File: src/rtl/rmc_params.svh
// constants for the rendering mode block: offsets, field positions, widths
// assumes inclusion by bare name from every file of the block
// ==========================================
`ifndef RMC_PARAMS_SVH
`define RMC_PARAMS_SVH

// ==========================================
// register map
`define RMC_RENDERING_MODE_OFFSET 12'h000
`define RMC_APB_ADDR_W 12

// ==========================================
// rendering mode fields
`define RMC_MEMORY_WIDTH_BIT 6
`define RMC_PIXEL_DEPTH_BIT 0
`define RMC_REG_W 16

// ==========================================
// graphics memory addressing
`define RMC_BYTE_ADDR_W 23
`define RMC_X_W 10
`define RMC_Y_W 13
`define RMC_X_BITS_512 4'h9
`define RMC_X_BITS_1024 4'ha
`define RMC_X_LOW_W 3
`define RMC_Y_LOW_W 2

`endif

File: src/rtl/rmc_pkg.sv
// types shared by the rendering mode block
// assumes rmc_params.svh is on the include path
`default_nettype none
`include "rmc_params.svh"

package rmc_pkg;
  typedef logic [`RMC_REG_W-1:0] rmc_reg_t;
  typedef logic [`RMC_BYTE_ADDR_W-1:0] rmc_byte_addr_t;
  typedef enum logic {
    rmc_depth_8bpp,
    rmc_depth_16bpp
  } rmc_depth_t;
  typedef enum logic {
    rmc_width_512,
    rmc_width_1024
  } rmc_width_t;
endpackage

`default_nettype wire

File: src/rtl/rmc_addr_map.sv
// forms the graphics memory byte address from pixel coordinates
// assumes coordinates come from logic on the same clock
`include "rmc_params.svh"
`timescale 1ns/1ps
`default_nettype none

module rmc_addr_map
  import rmc_pkg::*;
#(
  parameter int X_LOW_W = `RMC_X_LOW_W,
  parameter int Y_LOW_W = `RMC_Y_LOW_W
) (
  // clock and reset
  input wire logic pclk,
  input wire logic presetn,
  // mode
  input wire logic memory_width_select,
  input wire logic pixel_depth_select,
  // coordinates
  input wire logic coord_valid,
  input wire logic [`RMC_X_W-1:0] pixel_x,
  input wire logic [`RMC_Y_W-1:0] pixel_y,
  // address
  output logic addr_valid,
  output rmc_byte_addr_t byte_addr
);

  logic next_addr_valid;
  rmc_byte_addr_t next_byte_addr;
  logic [3:0] x_bits;
  logic [31:0] x_full;
  logic [31:0] y_full;
  logic [31:0] x_low;
  logic [31:0] x_high;
  logic [31:0] y_low;
  logic [31:0] y_high;
  logic [31:0] tiled;

  always_comb begin
    x_bits = memory_width_select ? `RMC_X_BITS_1024 : `RMC_X_BITS_512;
    x_full = 32'(pixel_x) & ((32'h1 << x_bits) - 32'h1);
    y_full = 32'(pixel_y);
    x_low = x_full & ((32'h1 << X_LOW_W) - 32'h1);
    x_high = x_full >> X_LOW_W;
    y_low = y_full & ((32'h1 << Y_LOW_W) - 32'h1);
    y_high = y_full >> Y_LOW_W;
    // upper y, upper x, lower y, lower x
    tiled = (y_high << (32'(x_bits) + Y_LOW_W)) | (x_high << (X_LOW_W + Y_LOW_W)) | (y_low << X_LOW_W) | x_low;
    if (pixel_depth_select) begin
      tiled = tiled << 1;
    end
    next_byte_addr = coord_valid ? tiled[`RMC_BYTE_ADDR_W-1:0] : byte_addr;
    next_addr_valid = coord_valid;
  end

  always_ff @(posedge pclk or negedge presetn) begin
    if (!presetn) begin
      addr_valid <= 1'b0;
      byte_addr <= '0;
    end else begin
      addr_valid <= next_addr_valid;
      byte_addr <= next_byte_addr;
    end
  end

endmodule

`default_nettype wire

File: src/rtl/rmc_top.sv
// rendering mode register with apb access and memory address forming
// assumes an apb master on pclk; coordinates from same-clock drawing logic
//
// The implementer's own choices: the APB slave port and the register offsets.
`include "rmc_params.svh"
`timescale 1ns/1ps
`default_nettype none

module rmc_top
  import rmc_pkg::*;
(
  // clock and reset
  input wire logic pclk,
  input wire logic presetn,
  // apb slave
  input wire logic psel,
  input wire logic penable,
  input wire logic pwrite,
  input wire logic [`RMC_APB_ADDR_W-1:0] paddr,
  input wire logic [31:0] pwdata,
  output logic [31:0] prdata,
  output logic pready,
  output logic pslverr,
  // mode outputs
  output logic memory_width_select,
  output logic pixel_depth_select,
  // pixel coordinates and address
  input wire logic coord_valid,
  input wire logic [`RMC_X_W-1:0] pixel_x,
  input wire logic [`RMC_Y_W-1:0] pixel_y,
  output logic addr_valid,
  output rmc_byte_addr_t byte_addr
);

  // ==========================================
  // apb decode
  logic hit;
  logic wr_take;
  logic next_memory_width_select;
  logic next_pixel_depth_select;
  logic [31:0] next_prdata;
  rmc_reg_t read_view;

  always_comb begin
    hit = 1'b0;
    if (paddr == `RMC_RENDERING_MODE_OFFSET) begin
      hit = 1'b1;
    end
  end

  // zero wait states: every access completes in its first access cycle
  assign pready = 1'b1;
  assign pslverr = psel && penable && !hit;
  assign wr_take = psel && penable && pwrite && hit;

  // ==========================================
  // rendering mode register
  always_comb begin
    next_memory_width_select = memory_width_select;
    next_pixel_depth_select = pixel_depth_select;
    if (wr_take) begin
      next_memory_width_select = pwdata[`RMC_MEMORY_WIDTH_BIT];
      next_pixel_depth_select = pwdata[`RMC_PIXEL_DEPTH_BIT];
    end
  end

  // no reset term, values survive reset
  always_ff @(posedge pclk) begin
    memory_width_select <= next_memory_width_select;
    pixel_depth_select <= next_pixel_depth_select;
  end

  // ==========================================
  // read data, loaded in the setup cycle
  always_comb begin
    read_view = '0;
    read_view[`RMC_MEMORY_WIDTH_BIT] = memory_width_select;
    read_view[`RMC_PIXEL_DEPTH_BIT] = pixel_depth_select;
    next_prdata = prdata;
    if (psel && !penable) begin
      next_prdata = (hit && !pwrite) ? 32'(read_view) : 32'h0000_0000;
    end
  end

  always_ff @(posedge pclk or negedge presetn) begin
    if (!presetn) begin
      prdata <= 32'h0000_0000;
    end else begin
      prdata <= next_prdata;
    end
  end

  // ==========================================
  // address forming
  // a mode change mid-draw alters the split at once
  rmc_addr_map u_addr_map (
    .pclk(pclk),
    .presetn(presetn),
    .memory_width_select(memory_width_select),
    .pixel_depth_select(pixel_depth_select),
    .coord_valid(coord_valid),
    .pixel_x(pixel_x),
    .pixel_y(pixel_y),
    .addr_valid(addr_valid),
    .byte_addr(byte_addr)
  );

endmodule

`default_nettype wire

File: config.mk
export PLATFORM = sky130hd
export DESIGN_NAME = rmc_top
export DESIGN_NICKNAME = d
export VERILOG_FILES = /design/src/rtl/rmc_pkg.sv /design/src/rtl/rmc_addr_map.sv /design/src/rtl/rmc_top.sv
export VERILOG_INCLUDE_DIRS = /design/src /design/src/rtl
export SDC_FILE = /design/constraint.sdc
export NUM_CORES = 1
export LEC_CHECK = 0
export BUFFER_PORTS_ARGS = -buffer_cell sky130_fd_sc_hd__buf_2
export CORE_ASPECT_RATIO = 1.25
export CORE_MARGIN = 4
export CORE_UTILIZATION = 35
export DETAILED_ROUTE_END_ITERATION = 10
export PLACE_DENSITY = 0.87
export SETUP_SLACK_MARGIN = 0.05
export SLEW_MARGIN = 0
export SYNTH_ARGS = -nofsm -noshare
export SYNTH_HDL_FRONTEND = slang
export SYNTH_SLANG_ARGS = --single-unit
File: constraint.sdc
create_clock -name pclk -period 1.1 [get_ports pclk]
set_input_delay 0.22 -clock pclk [delete_from_list [all_inputs] [get_ports pclk]]
set_output_delay 0.22 -clock pclk [all_outputs]
set_load 0.01 [all_outputs]
==> flow_metrics.py, run 1 <==
metrics = {
    "outcome": {
        "status": "finished with violations",
        "violations": "negative setup slack",
    },
    "worst_setup_path": {
        "path_class": "input pin to output port",
        "end_kind": "output port",
        "slowest_stage": "nor4_4",
        "worstReg2RegStart": "memory_width_select",
        "setup.worst_path.start": "paddr[1]",
        "rr_worst_depth": 4,
        "critPathMaxStageDelay_ns": 0.24,
        "critPathMaxFanout": 2,
        "crit_path_end": "pslverr",
        "critical_path.top_delay_family": "simple AND/OR/NAND/NOR gates",
        "critPathBufInv": 2,
        "worst-path-stages": 5,
        "cp_cell_sequence": "buf_2 -> nor4_4 -> nand3_1 -> and3_4 -> buf_6",
        "rrSetupSlack_ns": -0.13,
        "crit_arrival_ns": 1.03,
        "timing.rr.end": "u_addr_map.byte_addr[13]",
        "critPathRequiredTime_ns": 0.88,
        "cp-start-kind": "input pin",
    },
    "sta": {
        "setup-violations-final": 19,
        "fmax_mhz": 797.5,
        "max_slew.worst_pin.slew_ns": 0.5950,
        "period_share_pct": 114.0,
        "slew_viol_final": 0,
        "rsz0062_at_grt": "yes",
        "fin_skew_ns": 0.01152,
        "max-slew-margin-rel_pct": 60.33,
        "post-route-min-period_ns": 1.254,
        "holdWs_ns": 0.1177,
        "setup_ws_ns": -0.1540,
        "hold_viol": 0,
    },
    "clock_network": {
        "cts-htree-levels": 1,
        "cts.reportedPaths.clkPinSlew_ns": 0.09,
        "cts-root-buf": "clkbuf_8",
        "cts.sinks": 28,
        "cts_made_buffers": 3,
        "clkLatencyLatePin_ns": 0.28,
        "cts_tree": "built",
        "cts_buffer_depth": 2,
    },
    "grt": {
        "grt_max_degree": 27,
        "grt_overflow": 0,
        "grt_pass1_wl_um": 6520,
        "grt_usage_pct": 14.60,
        "antenna_found_initial": 0,
        "grt_pass1_vias": 1390,
    },
    "worst_hold_path": {
        "hold_class": "input pin to flip-flop",
        "whs_path_depth": 1,
    },
    "final_layout": {
        "multi_input_area_um2": 929.6,
        "fillers": 393,
        "syn2layout_area_growth_pct": 56.54,
        "diodes": 0,
        "final_area_um2": 2515,
        "seqCellArea_um2": 710.7,
        "layout.cells.non_filler": 305,
        "drive_gt1_share_pct": 53.85,
        "fin_nets": 321,
    },
    "synth": {
        "synth_edf_count": 2,
        "synthFlopType": "dfrtp_1",
        "synth_area_um2": 1607,
        "synth-seq-cells": 28,
        "yosysTopAreaCell": "dfrtp_1",
        "yosysMostFrequentCell": "buf_4",
        "synth_area_leaders": "dfrtp_1 (40%), buf_4 (16%), mux2i_1 (13%)",
        "ys_types": 24,
        "syn_avg_cell_area_um2": 10.43,
        "yosysSeqAreaShare_pct": 44.24,
        "async_flop_share_pct": 92.86,
        "ys_top_cells_by_count": "buf_4 (34), dfrtp_1 (26), mux2i_1 (21)",
        "synth_top_area_share_pct": 40.50,
        "synth_warnings": 0,
        "synth_cells": 154,
    },
    "pwr": {
        "p_per_area_nw_per_um2": 981.8,
        "power_mw": 2.469,
        "max-vdd-ir-drop_uv": 820.8,
        "power_leakage_nw": 1.204,
    },
    "drt": {
        "postRouteWirelength_um": 4409,
        "first_pass_iters": 4,
        "num_vias": 1391,
        "routedWlPerCell_um": 14.46,
        "ant_nets": 0,
        "drc_errors": 0,
        "drtIter0Drc": 42,
        "via_per_inst": 4.561,
    },
    "floorplanning": {
        "fp.dieW_um": 68.60,
        "design.core.area_um2": 4425,
        "dieHeight_um": 83.75,
        "dieArea_um2": 5744,
        "io_pins": 133,
        "rows": 27,
        "start_util_pct": 36.30,
    },
    "placed_design": {
        "dp.cells": 280,
        "pre_cts_ws_ns": -0.2378,
        "place_area_um2": 1964,
        "gp_routability_congestion": 0.7172,
        "portBuffers": 71,
        "dpl.hpwl_um": 3109,
    },
    "run": {
        "maxCapViolations": 0,
    },
}
timing repair:
action                     CTS  global route
buffers inserted             9            10
setup endpoints to repair   23            52
pin swaps                    9            12
hold buffers                 1             0
resized for setup           13            37
gates cloned                 1             0
hold endpoints to repair    26             0
worst register-to-register path, stage by stage (launching register included):
cell	delay, ns
edfxtp_1	0.43
buf_12	0.15
buf_12	0.16
mux2i_4	0.27
o221ai_2	0.12
cells by family after synthesis:
kind of cell / count (synthesis) / share of synthesized area, %
mux: 22 / 13.78
buf+inv: 41 / 17.76
simple gates: 35 / 12.31
compound gates: 26 / 11.45
flops: 28 / 44.24
other cells: 2 / 0.4675
per-stage QoR:
stage / TNS [ns] / utilization [%]
floorplan: -0.5189 / -
global placement: -1.221 / 44.39
detailed placement: -1.693 / 44.39
CTS: -1.996 / 50.41
global route: -3.205 / 56.83
finish: -2.026 / 56.83
worst min path at each step:
stage / startpoint / to / slack, ns
4_1_cts: pwdata[6] / memory_width_select / 0.11
3_3_place_gp: presetn / u_addr_map.byte_addr[2] / 0.25
6_report: pwdata[6] / memory_width_select / 0.12
2_1_floorplan: presetn / prdata[0] / -0.08
5_1_grt: pwdata[6] / memory_width_select / 0.10
3_5_place_dp: presetn / u_addr_map.byte_addr[1] / 0.27
cell type report:
class	count	area share, %
Clock buffer	4	2.637
Inverter	2	0.2985
Multi-Input combinational cell	114	36.97
Sequential cell	28	28.26
Tap cell	58	2.886
Timing Repair Buffer	99	28.96
power breakdown:
group / internal (mW) / switching (mW) / total [mW] / leakage [nW]
logic: 0.280 / 0.307 / 0.586 / 0.842
registers: 1.11 / 0.0393 / 1.15 / 0.328
clock network: 0.396 / 0.335 / 0.732 / 0.0339
placed cells by master (no fill, tap or decap), types with 2 or more instances in the layout:
| master | Yosys | layout |
|---|---|---|
| nand2_2 | 0 | 2 |
| buf_4 | 34 | 17 |
| nand2_1 | 5 | 2 |
| mux2i_1 | 21 | 11 |
| o221ai_1 | 10 | 3 |
| nor4_4 | 0 | 2 |
| o221ai_2 | 0 | 7 |
| nand2b_1 | 11 | 11 |
| mux2i_2 | 0 | 2 |
| buf_2 | 3 | 61 |
| a21oi_1 | 10 | 10 |
| o41ai_2 | 0 | 2 |
| conb_1 | 2 | 31 |
| nor2_1 | 11 | 10 |
| nand3_1 | 2 | 2 |
| dfrtp_1 | 26 | 26 |
| buf_12 | 0 | 5 |
| mux2i_4 | 0 | 8 |
| clkbuf_8 | 0 | 3 |
| edfxtp_1 | 2 | 2 |
| buf_6 | 0 | 14 |
registers in the layout (all words and copies together) (netlist names):
| signal | cells |
|---|---|
| memory_width_select | 1 |
| u_addr_map.addr_valid | 1 |
| pixel_depth_select | 1 |
| prdata | 2 |
| u_addr_map.byte_addr | 23 |
metal layers:
| layer | share of wire, % | track usage, % |
|---|---|---|
| met2 | 58 | 26.93 |
| met5 | 0 | 0 |
| met3 | 7.3 | 3.639 |
| met1 | 35 | 16.21 |
| met4 | 0.29 | 2.712 |
(Power assumes the default switching activity.)
==> inputs of run 2 (changes only) <==
PLACE_DENSITY = 0.82   (was 0.87)
==> run 2 against run 1 <==
  * The run still ends with negative setup slack left
  * First-iteration DRC count fell by 24%
  * Sequential share of layout area is essentially flat
  * Via count rose by 0.93%
  * Critical path type is now flip-flop to output port
  * Highest routed layer unchanged
==> flow_metrics.py, run 2 (synthesized netlist as in run 1, its figures left out) <==
metrics = {
    "outcome": {
        "status": "finished with violations",
        "violations": "negative setup slack",
    },
    "sta": {
        "holdWs_ns": 0.1191,
        "post-route-min-period_ns": 1.276,
        "hold_viol": 0,
        "period_share_pct": 116.0,
        "rsz0062_at_grt": "yes",
        "setup_tns_ns": -2.163,
        "fin_skew_ns": 0.005518,
        "fmax_mhz": 783.9,
        "max_slew.worst_pin.slew_ns": 0.5955,
        "slew_viol_final": 0,
        "max-slew-margin-rel_pct": 60.30,
        "setup-violations-final": 24,
        "setup_ws_ns": -0.1756,
    },
    "pwr": {
        "p_per_area_nw_per_um2": 903.7,
        "power_mw": 2.269,
        "max-vdd-ir-drop_uv": 673.5,
        "power_leakage_nw": 1.210,
    },
    "grt": {
        "grt_usage_pct": 14.14,
        "grt_overflow": 0,
        "grt_pass1_wl_um": 6237,
        "antenna_found_initial": 0,
        "grt_pass1_vias": 1365,
        "grt_max_degree": 27,
    },
    "final_layout": {
        "seqCellArea_um2": 710.7,
        "multi_input_area_um2": 890.9,
        "top_register": "u_addr_map.byte_addr",
        "syn2layout_area_growth_pct": 56.31,
        "largestRegisters": "u_addr_map.byte_addr: 23 flops, prdata: 2 flops",
        "fillers": 372,
        "largest_reg_flops": 23,
        "finish.utilization_pct": 56.74,
        "layout.cells.non_filler": 308,
        "drive_gt1_share_pct": 52.40,
        "final_cell_mix": "buf_2 (60), conb_1 (31), dfrtp_1 (26), buf_6 (20), buf_4 (15)",
        "diodes": 0,
        "layout_commonest_cell": "buf_2",
        "fin_nets": 324,
    },
    "floorplanning": {
        "dieArea_um2": 5744,
        "dieHeight_um": 83.75,
        "start_util_pct": 36.30,
        "rows": 27,
        "io_pins": 133,
        "design.core.area_um2": 4425,
        "fp.dieW_um": 68.60,
    },
    "placed_design": {
        "gp_routability_congestion": 0.6885,
        "portBuffers": 71,
        "dpl.hpwl_um": 2964,
        "dp.cells": 282,
    },
    "clock_network": {
        "cts-htree-levels": 1,
        "cts_buffer_depth": 2,
        "clkLatencyLatePin_ns": 0.27,
        "cts.reportedPaths.clkPinSlew_ns": 0.09,
        "cts_made_buffers": 3,
        "cts.sinks": 28,
        "cts-root-buf": "clkbuf_8",
        "cts_tree": "built",
    },
    "worst_setup_path": {
        "path_class": "flip-flop to output port",
        "slowest_stage": "edfxtp_1",
        "cpMostUsedCell": "buf_6",
        "end_kind": "output port",
        "cp_cell_sequence": "buf_6 -> buf_6 -> buf_6",
        "cp-start-kind": "flip-flop",
        "critPathBufInv": 3,
        "critical_path.top_delay_family": "flip-flops",
        "critPathRequiredTime_ns": 0.88,
        "critPathMaxFanout": 6,
        "critPathMaxStageDelay_ns": 0.41,
        "crit_arrival_ns": 1.06,
    },
    "drt": {
        "via_per_inst": 4.558,
        "drc_errors": 0,
        "postRouteWirelength_um": 4431,
        "num_vias": 1404,
        "routedWlPerCell_um": 14.39,
        "first_pass_iters": 4,
        "drtIter0Drc": 32,
        "ant_nets": 0,
    },
    "run": {
        "maxCapViolations": 0,
    },
    "worst_hold_path": {
        "hold_class": "input pin to flip-flop",
    },
}
## run 2: what timing repair did
action,in CTS,in global routing
pin swaps,11,12
setup buffers,6,14
resized for setup,20,30
setup endpoints to repair,16,51
gates cloned,1,1
endpoints found under the hold margin,26,0
hold buffers,1,0
## run 2: power by group
group          switching [mW]  total [mW]  internal (mW)  leakage [nW]
combinational           0.293       0.557          0.265         0.859
sequential             0.0385        1.15           1.11         0.328
clock                   0.303       0.562          0.259        0.0228
## run 2: through the flow
stage	setup slack [ns]	area [µm²]
3_3_place_gp	-0.1957	1979
4_1_cts	-0.1949	2205
6_report	-0.1756	2511
3_5_place_dp	-0.2178	1979
5_1_grt	-0.2276	2511
2_1_floorplan	-0.08333	1737
## run 2: final timing paths
| path | slack, ns | from | depth (start not counted) | endpoint |
|---|---|---|---|---|
| max | -0.18 | memory_width_select | 3 | memory_width_select |
| min | 0.12 | pwdata[6] | 1 | memory_width_select |
| max reg2reg | -0.15 | memory_width_select | 4 | u_addr_map.byte_addr[18] |
| min reg2reg | 0.49 | prdata[0] | 2 | prdata[0] |
| max in group asynchronous | 0.22 | presetn | 2 | u_addr_map.byte_addr[16] |
| min in group asynchronous | 0.48 | presetn | 2 | prdata[0] |
## run 2: final cells by class
| type | count | share of cell area [%] |
|---|---|---|
| Multi-Input combinational cell | 114 | 35.48 |
| Timing Repair Buffer | 102 | 31.09 |
| Sequential cell | 28 | 28.30 |
| Tap cell | 58 | 2.890 |
| Clock buffer | 4 | 1.794 |
| Inverter | 2 | 0.4484 |
## run 2: layer usage
layer  vias up  global-route usage, %  part of all wire (%)
met4         0                  5.244                   1.5
li1        668                      -                     -
met5         -                      0                     0
met3         8                  2.695                   6.5
met1       670                  16.03                    35
met2        58                  25.02                    57
==> inputs of run 3 (changes only) <==
ABC_AREA = 1   (was unset)
CORE_UTILIZATION = 36   (was 35)
==> run 3 against run 2 <==
  * The flow still finishes with violations (negative setup slack)
  * Non-clock buffer count decreased by 2
  * Synthesized area is 6.1% higher
  * Count of clock-buffer cells in the layout is 1 lower
  * First-iteration DRC count up 100%
  * Highest routed layer unchanged
==> flow_metrics.py, run 3 <==
metrics = {
    "sta": {
        "setup-violations-final": 21,
        "fin_skew_ns": 0.004670,
        "max-slew-margin-rel_pct": 60.36,
        "hold_viol": 0,
        "period_share_pct": 108.7,
        "max_slew.worst_pin.slew_ns": 0.5946,
        "post-route-min-period_ns": 1.196,
        "slew_viol_final": 0,
        "fmax_mhz": 836.0,
        "setup_ws_ns": -0.09617,
        "rsz0062_at_grt": "yes",
    },
    "placed_design": {
        "dpl.hpwl_um": 3194,
        "portBuffers": 71,
        "gp_routability_congestion": 0.7432,
    },
    "synth": {
        "yosysTopAreaCell": "dfrtp_1",
        "synth_warnings": 0,
        "synth_cells": 206,
        "yosysSeqAreaShare_pct": 41.70,
        "synthFlopType": "dfrtp_1",
        "yosysMostFrequentCell": "nand2_1",
        "synth-seq-cells": 28,
        "synth_area_leaders": "dfrtp_1 (38%), buf_4 (15%), nand2_1 (14%)",
        "synth_area_um2": 1704,
        "synth_top_area_share_pct": 38.18,
        "syn_avg_cell_area_um2": 8.272,
        "async_flop_share_pct": 92.86,
        "synth_edf_count": 2,
        "ys_types": 23,
        "ys_top_cells_by_count": "nand2_1 (65), buf_4 (33), dfrtp_1 (26)",
    },
    "drt": {
        "via_per_inst": 4.483,
        "num_vias": 1614,
        "drc_errors": 0,
        "first_pass_iters": 4,
        "postRouteWirelength_um": 4447,
        "routedWlPerCell_um": 12.35,
        "ant_nets": 0,
        "drtIter0Drc": 64,
    },
    "floorplanning": {
        "dieArea_um2": 5906,
        "rows": 27,
        "start_util_pct": 37.93,
        "design.core.area_um2": 4493,
        "fp.dieW_um": 69.54,
        "dieHeight_um": 84.93,
        "io_pins": 133,
    },
    "worst_setup_path": {
        "critPathRequiredTime_ns": 1.28,
        "crit_arrival_ns": 1.38,
        "cp-start-kind": "flip-flop",
        "rr_worst_depth": 5,
        "path_class": "flip-flop to flip-flop",
        "end_kind": "flip-flop",
        "critPathMaxFanout": 6,
        "rrSetupSlack_ns": -0.1,
    },
    "pwr": {
        "power_mw": 2.506,
        "internal_power_mw": 1.839,
        "net-switching-power_uw": 667.5,
        "p_clk_share_pct": 32.4,
        "p_per_area_nw_per_um2": 989.7,
        "power_leakage_nw": 1.380,
        "p_sw_share_pct": 26.63,
        "pwr-share-seq_pct": 45.4,
        "p_comb_share_pct": 22.2,
        "max-vdd-ir-drop_uv": 435.9,
    },
    "worst_hold_path": {
        "whs_path_depth": 1,
        "hold_class": "input pin to flip-flop",
    },
    "clock_network": {
        "cts_buffer_depth": 2,
        "cts_tree": "built",
        "cts-htree-levels": 1,
        "clkLatencyLatePin_ns": 0.27,
        "cts.sinks": 28,
        "cts.reportedPaths.clkPinSlew_ns": 0.10,
        "cts-root-buf": "clkbuf_8",
        "cts_made_buffers": 3,
    },
    "grt": {
        "grt_usage_pct": 13.95,
        "grt_pass1_wl_um": 6906,
        "grt_overflow": 0,
        "grt_max_degree": 27,
        "antenna_found_initial": 0,
        "grt_pass1_vias": 1562,
    },
    "final_layout": {
        "diodes": 0,
        "drive_gt1_share_pct": 52.65,
        "largest_reg_flops": 23,
        "fillers": 407,
        "layout_commonest_cell": "buf_2",
        "finish.utilization_pct": 56.36,
        "fin_nets": 376,
        "top_register": "u_addr_map.byte_addr",
        "final_cell_mix": "buf_2 (64), nand2_1 (49), conb_1 (31), dfrtp_1 (26)",
        "syn2layout_area_growth_pct": 48.61,
        "largestRegisters": "u_addr_map.byte_addr: 23 flops, prdata: 2 flops",
    },
    "outcome": {
        "status": "finished with violations",
        "violations": "negative setup slack",
    },
    "run": {
        "maxCapViolations": 0,
    },
}
[run 3: final cells by class]
cell class / instances / area (µm²) / area share, %
clock buffer: 3 / 41.29 / 1.630
inverter: 23 / 106.4 / 4.200
tap: 58 / 72.57 / 2.866
clock inverter: 1 / 30.03 / 1.186
multi-input combinational: 146 / 878.3 / 34.68
timing repair inverter: 1 / 8.758 / 0.3458
timing repair buffer: 100 / 684.4 / 27.03
sequential: 28 / 710.7 / 28.06
[run 3: cells by family (layout without fill, tap and decap cells)]
family,count (synthesis),count (layout),share of synthesized area [%]
other cells,2,31,0.4407
flops,28,28,41.70
compound gates,26,26,14.54
simple gates,89,89,21.51
buf+inv,61,128,21.81
[run 3: what timing repair did]
action	4_1_cts	5_1_grt
endpoints found under the setup margin	22	49
hold buffers	1	0
pin swaps	9	11
resized for setup	46	21
hold endpoints to repair	26	0
gates cloned	1	1
buffers inserted	7	13
[run 3: through the flow]
stage | hold slack, ns | cells | setup TNS (ns) | instance area, µm² | worst slack [ns]
5_1_grt | 0.09943 | 360 | -2.404 | 2532 | -0.1398
2_1_floorplan | -0.07559 | 235 | 0 | 1822 | 0.05862
3_5_place_dp | 0.2659 | 334 | -0.2038 | 2037 | -0.1019
6_report | 0.1144 | 360 | -0.9714 | 2532 | -0.09617
3_3_place_gp | 0.2528 | 334 | -0.1422 | 2037 | -0.07110
4_1_cts | 0.1085 | 347 | -0.1843 | 2333 | -0.06933
[run 3: path summary, 6_finish.rpt]
check                                    startpoint                       end
setup / recovery                 pixel_depth_select  u_addr_map.byte_addr[11]
hold / removal                            pwdata[0]        pixel_depth_select
setup reg to reg                 pixel_depth_select  u_addr_map.byte_addr[11]
hold reg to reg            u_addr_map.byte_addr[19]  u_addr_map.byte_addr[19]
max in group asynchronous                   presetn  u_addr_map.byte_addr[11]
min in group asynchronous                   presetn  u_addr_map.byte_addr[18]
[run 3: power groups by stage]
stage               Clock [mW]  Sequential [mW]  Combinational (mW)
global route             0.889             1.15               0.613
finish                   0.813             1.14               0.556
detailed placement           0             1.16               0.450
global placement             0             1.15               0.440
floorplan                    0             1.19               0.291
CTS                      0.829             1.14               0.490
[run 3: worst max-delay path, stage by stage, from the launching register on]
cell	delay (ns)
edfxtp_1	0.43
buf_6	0.15
nor2_4	0.17
buf_6	0.14
inv_6	0.04
o211ai_1	0.18
[run 3: layer usage]
metal	part of all wire [%]	vias to the layer above	wire length, µm	track usage [%]
met5	0	-	0	0
met4	0.13	0	6	2.487
met3	7.9	2	351	2.962
met2	55	65	2441	27.08
met1	37	759	1647	15.57
li1	-	788	-	-
